[src/shared/speed_detect_map.vh]
// offsets, field positions, reset value and timing counts of the setup register
`ifndef SPEED_DETECT_MAP_VH
`define SPEED_DETECT_MAP_VH
`define SETUP_OFFSET      24'h000080
`define SETUP_RESET       32'h00000000
`define F_PARITY          31
`define F_SENSE_EN        30
`define F_BRAKE_EN        29
`define F_FLOAT_EN        28
`define F_REVERSE_EN      27
`define F_REJOIN_EN       26
`define F_REJOIN_HI       25
`define F_REJOIN_LO       22
`define F_FET_SIDE        21
`define F_EXIT_POLICY     20
`define F_EXIT_CUR_HI     19
`define F_EXIT_CUR_LO     17
`define F_BRK_DUR_HI      16
`define F_BRK_DUR_LO      13
`define F_FLOAT_DUR_HI    12
`define F_FLOAT_DUR_LO    9
`define F_BEMF_HI         8
`define F_BEMF_LO         6
`define F_REV_OL_HI       5
`define F_REV_OL_LO       2
`define F_REV_DRV_HI      1
`define F_REV_DRV_LO      0
// time unit for durations: 1 ms at 100 MHz
`define MS_NS             100_0000
`define CLK_NS            10
`define MS_CYCLES         (`MS_NS / `CLK_NS)
`endif

[src/hdl/startup_speed_detect_config.v]
// startup speed detection setup register with field decode and brake timing
// Notes on behaviour
// - 32-bit setup register at offset 0x80, resets to all zeros.
// - rejoin speed code 0..9 gives 5% to 50%; 10..15 flagged invalid.
// - brake turns on all high-side FETs at side bit 0, low-side at 1.
// - exit policy 0 leaves brake only when braking duration elapses.
// - exit policy 1 uses current threshold and duration to leave brake.
// - exit current code 0..5 gives 0.062 A to 1.25 A; 6,7 invalid.
// - standstill BEMF code 0..7 gives 50 mV to 1500 mV.
// - reverse open-loop code 0..10 gives 2.5% to 50%; others invalid.
`timescale 1ns/100ps
`include "speed_detect_map.vh"
module startup_speed_detect_config #(
    parameter MS_CYC = `MS_CYCLES
) (
    // clock and reset
    input  wire        clock_i,
    input  wire        rstn_i,
    // register access port
    input  wire [23:0] addr_i,
    input  wire        wr_i,
    input  wire [31:0] wdata_i,
    input  wire        rd_i,
    output reg  [31:0] rdata_o,
    output reg         rvalid_o,
    // braking control from motor algorithm
    input  wire        brake_req_i,
    input  wire        brake_cur_below_i,
    output reg         brake_active_o,
    output reg  [2:0]  high_fets_on_o,
    output reg  [2:0]  low_fets_on_o,
    // decoded settings
    output reg  [31:0] setup_o,
    output reg  [9:0]  rejoin_pct_x10_o,
    output reg  [10:0] exit_ma_o,
    output reg  [10:0] bemf_mv_o,
    output reg  [9:0]  rev_ol_pct_x10_o,
    output reg         code_invalid_o
);

    // prescaler width fits the cycles-per-ms count, at least two bits
    localparam integer MS_W      = (MS_CYC > 2) ? $clog2(MS_CYC) : 2;
    localparam integer MS_LAST_I = (MS_CYC > 1) ? MS_CYC - 1 : 0;
    // brake states
    localparam [0:0]   BRK_IDLE  = 1'b0;
    localparam [0:0]   BRK_HOLD  = 1'b1;

    // register, brake timers and state
    reg  [31:0]     setup_q;
    reg  [MS_W-1:0] ms_q;
    reg  [14:0]     dur_ms_q;
    reg  [0:0]      brake_q;
    // field codes of the stored word
    wire [3:0]      rejoin_c = setup_q[`F_REJOIN_HI:`F_REJOIN_LO];
    wire [2:0]      cur_c    = setup_q[`F_EXIT_CUR_HI:`F_EXIT_CUR_LO];
    wire [2:0]      bemf_c   = setup_q[`F_BEMF_HI:`F_BEMF_LO];
    wire [3:0]      rev_c    = setup_q[`F_REV_OL_HI:`F_REV_OL_LO];
    wire [3:0]      brk_c    = setup_q[`F_BRK_DUR_HI:`F_BRK_DUR_LO];
    wire            hit      = (addr_i == `SETUP_OFFSET);
    // prescaler end count and step, cut to the counter width
    wire [MS_W-1:0] ms_last  = MS_LAST_I[MS_W-1:0];
    wire [MS_W-1:0] ms_one   = {{(MS_W-1){1'b0}}, 1'b1};

    // duration code to milliseconds
    function [14:0] dur_ms;
        input [3:0] c;
        begin
            case (c)
                4'h0: dur_ms = 15'd10;
                4'h1: dur_ms = 15'd50;
                4'h2: dur_ms = 15'd100;
                4'h3: dur_ms = 15'd200;
                4'h4: dur_ms = 15'd300;
                4'h5: dur_ms = 15'd400;
                4'h6: dur_ms = 15'd500;
                4'h7: dur_ms = 15'd750;
                4'h8: dur_ms = 15'd1000;
                4'h9: dur_ms = 15'd2000;
                4'ha: dur_ms = 15'd3000;
                4'hb: dur_ms = 15'd4000;
                4'hc: dur_ms = 15'd5000;
                4'hd: dur_ms = 15'd7500;
                4'he: dur_ms = 15'd10000;
                default: dur_ms = 15'd15000;
            endcase
        end
    endfunction

    // brake target in ms and its end test, shared by count and exit
    wire [14:0]     brk_ms   = dur_ms(brk_c);
    wire            dur_done = (dur_ms_q >= brk_ms);

    // true for codes past the last applicable one of a field
    function past_last;
        input [3:0] c;
        input [3:0] last;
        begin
            past_last = (c > last);
        end
    endfunction

    // register write and read port
    always @(posedge clock_i) begin
        if (!rstn_i) begin
            setup_q  <= `SETUP_RESET;
            rdata_o  <= 32'h00000000;
            rvalid_o <= 1'b0;
        end else begin
            if (wr_i && hit)
                setup_q <= wdata_i;
            rvalid_o <= rd_i;
            // unmapped or idle reads give zero, so no stale word leaks;
            // a read in the cycle of a write still returns the old word
            rdata_o  <= (rd_i && hit) ? setup_q : 32'h00000000;
        end
    end

    // brake state machine: entry needs both enables, exit per policy
    always @(posedge clock_i) begin
        if (!rstn_i) begin
            brake_q  <= BRK_IDLE;
            ms_q     <= {MS_W{1'b0}};
            dur_ms_q <= 15'h0000;
        end else begin
            case (brake_q)
                BRK_IDLE: begin
                    // timers restart from zero on every entry
                    ms_q     <= {MS_W{1'b0}};
                    dur_ms_q <= 15'h0000;
                    if (brake_req_i && setup_q[`F_SENSE_EN]
                        && setup_q[`F_BRAKE_EN])
                        brake_q <= BRK_HOLD;
                end
                BRK_HOLD: begin
                    // millisecond prescaler
                    if (ms_q == ms_last) begin
                        ms_q <= {MS_W{1'b0}};
                        // stop at the target so a long wait cannot wrap
                        if (!dur_done)
                            dur_ms_q <= dur_ms_q + 15'd1;
                    end else begin
                        ms_q <= ms_q + ms_one;
                    end
                    // policy 1 waits for low current once time is up
                    if (dur_done) begin
                        if (!setup_q[`F_EXIT_POLICY])
                            brake_q <= BRK_IDLE;
                        else if (brake_cur_below_i)
                            brake_q <= BRK_IDLE;
                    end
                end
                default: brake_q <= BRK_IDLE;
            endcase
        end
    end

    // decoded outputs
    // all decodes are registered so every output comes from a flip-flop
    always @(posedge clock_i) begin
        if (!rstn_i) begin
            brake_active_o   <= 1'b0;
            high_fets_on_o   <= 3'h0;
            low_fets_on_o    <= 3'h0;
            setup_o          <= `SETUP_RESET;
            rejoin_pct_x10_o <= 10'h000;
            exit_ma_o        <= 11'h000;
            bemf_mv_o        <= 11'h000;
            rev_ol_pct_x10_o <= 10'h000;
            code_invalid_o   <= 1'b0;
        end else begin
            // brake state and fet banks follow the state by one cycle
            brake_active_o <= brake_q;
            high_fets_on_o <= {3{brake_q & ~setup_q[`F_FET_SIDE]}};
            low_fets_on_o  <= {3{brake_q & setup_q[`F_FET_SIDE]}};
            setup_o        <= setup_q;
            // rejoin speed in tenths of a percent
            rejoin_pct_x10_o <= past_last(rejoin_c, 4'h9) ? 10'h000 :
                10'd50 * {6'h00, rejoin_c} + 10'd50;
            // exit current in mA
            case (cur_c)
                3'h0: exit_ma_o <= 11'd62;
                3'h1: exit_ma_o <= 11'd125;
                3'h2: exit_ma_o <= 11'd187;
                3'h3: exit_ma_o <= 11'd312;
                3'h4: exit_ma_o <= 11'd625;
                3'h5: exit_ma_o <= 11'd1250;
                default: exit_ma_o <= 11'd0;
            endcase
            // standstill level in mV
            case (bemf_c)
                3'h0: bemf_mv_o <= 11'd50;
                3'h1: bemf_mv_o <= 11'd75;
                3'h2: bemf_mv_o <= 11'd100;
                3'h3: bemf_mv_o <= 11'd250;
                3'h4: bemf_mv_o <= 11'd500;
                3'h5: bemf_mv_o <= 11'd750;
                3'h6: bemf_mv_o <= 11'd1000;
                default: bemf_mv_o <= 11'd1500;
            endcase
            // reverse handoff speed in tenths of a percent
            case (rev_c)
                4'h0: rev_ol_pct_x10_o <= 10'd25;
                4'h1: rev_ol_pct_x10_o <= 10'd50;
                4'h2: rev_ol_pct_x10_o <= 10'd75;
                4'h3: rev_ol_pct_x10_o <= 10'd100;
                4'h4: rev_ol_pct_x10_o <= 10'd125;
                4'h5: rev_ol_pct_x10_o <= 10'd150;
                4'h6: rev_ol_pct_x10_o <= 10'd200;
                4'h7: rev_ol_pct_x10_o <= 10'd250;
                4'h8: rev_ol_pct_x10_o <= 10'd300;
                4'h9: rev_ol_pct_x10_o <= 10'd400;
                4'ha: rev_ol_pct_x10_o <= 10'd500;
                default: rev_ol_pct_x10_o <= 10'd0;
            endcase
            // any not-applicable code among the three limited fields
            code_invalid_o <= past_last(rejoin_c, 4'h9)
                              | past_last({1'b0, cur_c}, 4'h5)
                              | past_last(rev_c, 4'ha);
        end
    end

endmodule

[config.mk]
export PLATFORM = sky130hd
export DESIGN_NAME = startup_speed_detect_config
export DESIGN_NICKNAME = d
export VERILOG_FILES = /design/src/hdl/startup_speed_detect_config.v
export VERILOG_INCLUDE_DIRS = /design/src /design/src/shared
export SDC_FILE = /design/constraint.sdc
export NUM_CORES = 1
export LEC_CHECK = 0
export ABC_CLOCK_PERIOD_IN_PS = 4550
export BUFFER_PORTS_ARGS = -buffer_cell sky130_fd_sc_hd__buf_2
export CORE_MARGIN = 5
export CORE_UTILIZATION = 57
export CTS_CLUSTER_DIAMETER = 40
export DETAILED_ROUTE_END_ITERATION = 10
export PLACE_DENSITY = 0.86
export SLEW_MARGIN = 20
export SYNTH_ARGS = -nofsm -noshare
export SYNTH_HDL_FRONTEND = slang
export SYNTH_SLANG_ARGS = --single-unit
[constraint.sdc]
create_clock -name clock_i -period 4.55 [get_ports clock_i]
set_input_delay 0.2275 -clock clock_i [delete_from_list [all_inputs] [get_ports clock_i]]
set_output_delay 0.2275 -clock clock_i [all_outputs]
set_load 0.01 [all_outputs]
Yosys cells after proc, flatten, opt, wreduce, memory -nomap -nowiden --
Memories as Yosys holds them, arrays and structs flattened. A register that Yosys moved wholly into a read port is not among the register bits. Cells that the tools add are included.
Operators by class: add/subtract/negate cells 3, $mul 1, div/mod/pow operators 0, order comparisons 4, equal/unequal tests 15, shift operators 0, muxes and demuxes 14, bitwise logic cells 7, reductions and logical operators 10
Operator list (number):
- case mux 11 bit (7 select lines) | 1
- case mux 11 bit (6 select lines) | 1
- case mux 17 bit (2 select lines) | 1
- 2-to-1 mux 15 bit | 2
- case mux 15 bit (2 select lines) | 1
- == test 24 x 8 -> 1 bit, second input constant | 1
- adder 17 x 1 -> 17 bit, second input constant | 1
- == test 17 bit, second input constant | 1
- 2-to-1 mux 17 bit | 1
- adder 15 x 1 -> 15 bit, second input constant | 1
- == test 3 bit, second input constant | 5
- greater-or-equal comparator 15 bit | 1
- == test 3 x 2 -> 1 bit, second input constant | 4
- adder 10 x 6 -> 10 bit, second input constant | 1
- multiplier 5 x 4 -> 9 bit, first input constant | 1
- > comparator 4 bit, second input constant | 2
- 2-to-1 mux 4 bit | 2
- == test 3 x 1 -> 1 bit, second input constant | 2
- zero test 3 bit | 2
- logical AND 1 bit | 4
- 2-to-1 mux 1 bit | 4
- AND reduction 2 bit | 2
- > comparator 3 bit, second input constant | 1
- inverter 1 bit | 3
- other kinds (7) | 9
Word-level totals: register bits after elaboration 176, bits in latches 0, RAM bits 0, ROM bits 352, input bits 62, output and inout port bits 115, word-level logic and storage cells 71, memories kept 2
Memories:
- (no name shown) | words 16, bits a word 13, rd ports 1, clocked after Yosys merged registers in 1, write ports 0, line startup_speed_detect_config.v:68 | case (c)
- (no name shown) | words 16, bits a word 9, rd ports 1, clocked after Yosys merged registers in 1, write ports 0, line startup_speed_detect_config.v:201 | case (rev_c)

Longest topological paths before layout --
depth after elaboration 4, mapped depth 10, depth with buffers taken out 10

Worst setup path after synthesis --
OpenSTA, ideal clock, no wires.
kind in2reg, from input port addr_i[12], to register, netlist name brk_ms[4], setup time 0.118 ns, data arrival time 2.155 ns, data required time 4.432 ns, slack 2.277 ns, stages on the path 9, buffers on the path 0, cells stage by stage nor4_1 > nand4_2 > nor3_4 > nand2_1 > a21oi_1 > inv_1 > ha_1 > o22ai_1 > nor2_1
On the way: longest elaborated chain between the ends 4
Ends and longest elaborated chain:
- start: declaration | line startup_speed_detect_config.v:20 | input wire [23:0] addr_i,
- == test 24 x 8 -> 1 bit (no line)
- logical AND 1 bit | line startup_speed_detect_config.v:109 | if (wr_i && hit)
- 2-to-1 mux 4 bit (no line) (2 in a row)
No other way between the ends. A chain may end at the register's enable or synchronous reset.

Worst setup path in the final report --
from input port addr_i[1], to register, netlist name brk_ms[4]
On the way: longest elaborated chain between the ends 4
Ends and longest elaborated chain (line):
- == test 24 x 8 -> 1 bit (no line)
- logical AND 1 bit | startup_speed_detect_config.v:109
- 2-to-1 mux 4 bit (no line) (2 in a row)
No other way between the ends.

==> impl_metrics.ini <==
[timing]
fin_tns_setup_ns = 0
slew_headroom = 0.3318
fin_crit_ns = 2.637
max_freq_ghz = 0.3793
worst_pin_slew_ns = 1.002
finClkSkew_ns = 0.007687
fin_crit_sh = 0.5795
hold_viol_final = 0
slew_viol_final = 0
setup_violations = 0
grt_setup_unrepaired = no

[logic_synthesis]
yosysMostFrequentCell = dfxtp_1
yosysTopAreaCell = dfxtp_1
synth_top_family_by_area = simple AND/OR/NAND/NOR gates
yosysSeqAreaShare = 0.5291
ys.flop_type = dfxtp_1
syn_inst = 764
synthTopCellsByArea = dfxtp_1 53%, ha_1 6.9%, nand2_1 5.3%
synth_compound_area_frac = 0.08930
netlist_area_sq_um = 7076
synth-seq-cells = 187
ys_warn_count = 0
synthSimpleGateAreaFrac = 0.2161
synth_edf_count = 0
synth_cell_types = 50
synth_fa_ha_area_frac = 0.07179
avgSynthCellArea_sq_um = 9.261
synthXorXnorAreaFrac = 0.03837
synthMuxAreaShare = 0.008842
async_flop_share = 0
yosys.area.top_type_share = 0.5291
yosys-top-cells-count = 187 x dfxtp_1, 100 x nand2_1, 75 x nor2_1

[drt]
totalWireLength_mm = 16.82
route.vias.total = 5719
drt_first_pass_iters = 5
wl_per_cell_um = 15.18
drcViolationCount = 0
viasPerCell = 5.162
drt_iter0_markers = 357
ant_nets = 0

[placed_design]
io_buffers = 174
gp_congestion = 0.8087
post-dp-hpwl_mm = 11.90

[final_layout]
drive_above_1_share = 0.2364
syn_to_final_growth_pct = 22.35
utilization = 0.7148
nNetsFinal = 1028

[power_and_ir_drop]
power_mw = 3.243
p_leak_nw = 4.041
ir_drop_mv = 0.2549
cellPowerDensity_nw_per_um2 = 374.6

[floorplanning]
start_util = 0.5842
die_x_um = 121.4
die_h_um = 121.4
rows = 40
coreArea_sq_um = 12110
top_level_ports = 177
die_area_sq_um = 14740

[clock_network]
cts_tree = built
cts_resized = 0
clk_pin_slew_ns = 0.07
clk_latency_ns = 0.43
clockBufferDepth = 2
hold_buffers = 0
clock_sinks = 187
htreeDepth = 4
cts_setup_buffers = 0
numCtsBuffers = 17
root_buffer = clkbuf_16

[global_routing]
grt_pass1_wl_mm = 26.52
grt_max_degree = 51
grt_usage = 0.2295
grt_pass1_vias = 5464
grt_antenna_before_repair = 1
gr-total-overflow = 0

[setup_path]
crit_path_max_incr_delay_ns = 0.85
critPathSlowestCell = or3_1
crit_arrival_ns = 2.96
path_cells = buf_2 -> nor4_1 -> nand4_2 -> or3_1 -> nand2_1 -> a21oi_1 -> inv_1 -> ha_1 -> o22ai_1 -> nor2_1
required_ns = 4.87
critical_path_peak_fanout = 29
cp-start-kind = primary input
critPathTopFamily = simple AND/OR/NAND/NOR gates
worstSetupPathType = primary input to flop
cp-end-kind = flop
critical_path_buf_inv_count = 2

[run]
drv_cap = 0

[hold_path]
hp-class = primary input to flop

[status]
status = finished, final reports clean
flip-flops by register name, indices dropped and copies added, names as in the netlist:
name / flops
setup_q: 32
rev_ol_pct_x10_o: 9
exit_ma_o: 11
brake_active_o: 1
bemf_mv_o: 11
ms_q: 17
code_invalid_o: 1
rvalid_o: 1
brake_q: 1
setup_o: 32
high_fets_on_o: 1
rdata_o: 32
rejoin_pct_x10_o: 9
brk_ms: 13
dur_ms_q: 15
low_fets_on_o: 1
area by class of cell:
class / count / area (sq um)
antenna: 1 / 2.502
clock buffer: 18 / 439.2
clock inverter: 14 / 183.9
fill: 926 / 3455
inverter: 45 / 168.9
multi-input combinational: 498 / 3015
sequential: 187 / 3744
tap: 168 / 210.2
timing repair buffer: 177 / 893.4
layer usage:
metal | vias to the layer above | GRT usage | share of wire
li1 | 2841 | - | -
met1 | 2669 | 0.2586 | 0.40
met2 | 186 | 0.3914 | 0.51
met3 | 23 | 0.09277 | 0.080
met4 | 0 | 0.08123 | 0.016
met5 | - | 0 | 0
tightest hold or removal path, cell delays in order:
cell and delay [ns]:
buf_2 0.09, nand2_1 0.05, a21oi_1 0.05
cell usage in the layout, fill, tap and decap left out, types with 4 or more instances in the layout:
| cell | netlist | layout |
|---|---|---|
| buf_2 | 2 | 174 |
| xnor2_1 | 20 | 20 |
| nor2b_1 | 4 | 4 |
| nand4_1 | 8 | 8 |
| dfxtp_1 | 187 | 187 |
| and2_1 | 46 | 46 |
| nand3_1 | 12 | 12 |
| mux2i_1 | 4 | 4 |
| o21ai_0 | 20 | 20 |
| o21ai_1 | 4 | 4 |
| inv_1 | 42 | 42 |
| nor2_1 | 75 | 75 |
| a21o_1 | 6 | 6 |
| nor3_1 | 11 | 10 |
| nand2_1 | 100 | 100 |
| nand2b_1 | 4 | 4 |
| and3_1 | 11 | 11 |
| nor4_1 | 11 | 11 |
| ha_1 | 39 | 39 |
| o21a_1 | 5 | 5 |
| clkbuf_16 | 0 | 17 |
| xor2_1 | 11 | 11 |
| or3_1 | 12 | 12 |
| a21oi_1 | 61 | 61 |
| clkinv_4 | 0 | 5 |
cell families (layout without fill, tap and decap cells):
group,Yosys count,count (layout)
simple gates,310,310
compound gates,109,109
mux,6,6
flops,187,187
buf+inv,80,254
fa+ha+maj,40,40
other cells,1,3
xor+xnor,31,31
stage by stage:
| stage | worst slack (ns) | std cells | area, sq um | hold WS [ns] |
|---|---|---|---|---|
| finish | 1.913 | 1108 | 8657 | 0.03267 |
| global route | 1.590 | 1108 | 8657 | 0.01625 |
| CTS | 1.928 | 1107 | 8655 | 0.01970 |
| detailed placement | 1.463 | 1075 | 8031 | 0.4370 |
| global placement | 1.542 | 1075 | 8031 | 0.4266 |
| floorplan | 2.277 | 765 | 7079 | 0.3400 |
worst paths after layout:
check | startpoint | cells after the start | slack, ns | end
setup / recovery | addr_i[1] | 10 | 1.91 | brk_ms[4]
hold / removal | wdata_i[12] | 3 | 0.03 | setup_q[12]
setup reg to reg | setup_q[22] | 8 | 2.00 | rejoin_pct_x10_o[9]
hold reg to reg | ms_q[0] | 1 | 0.45 | ms_q[0]
power breakdown:
group | internal [mW] | total, mW | switching [mW]
clock | 0.891 | 1.54 | 0.647
combinational | 0.0270 | 0.0614 | 0.0344
sequential | 1.64 | 1.64 | 0.00178
Power figures use the tool's default switching activity.
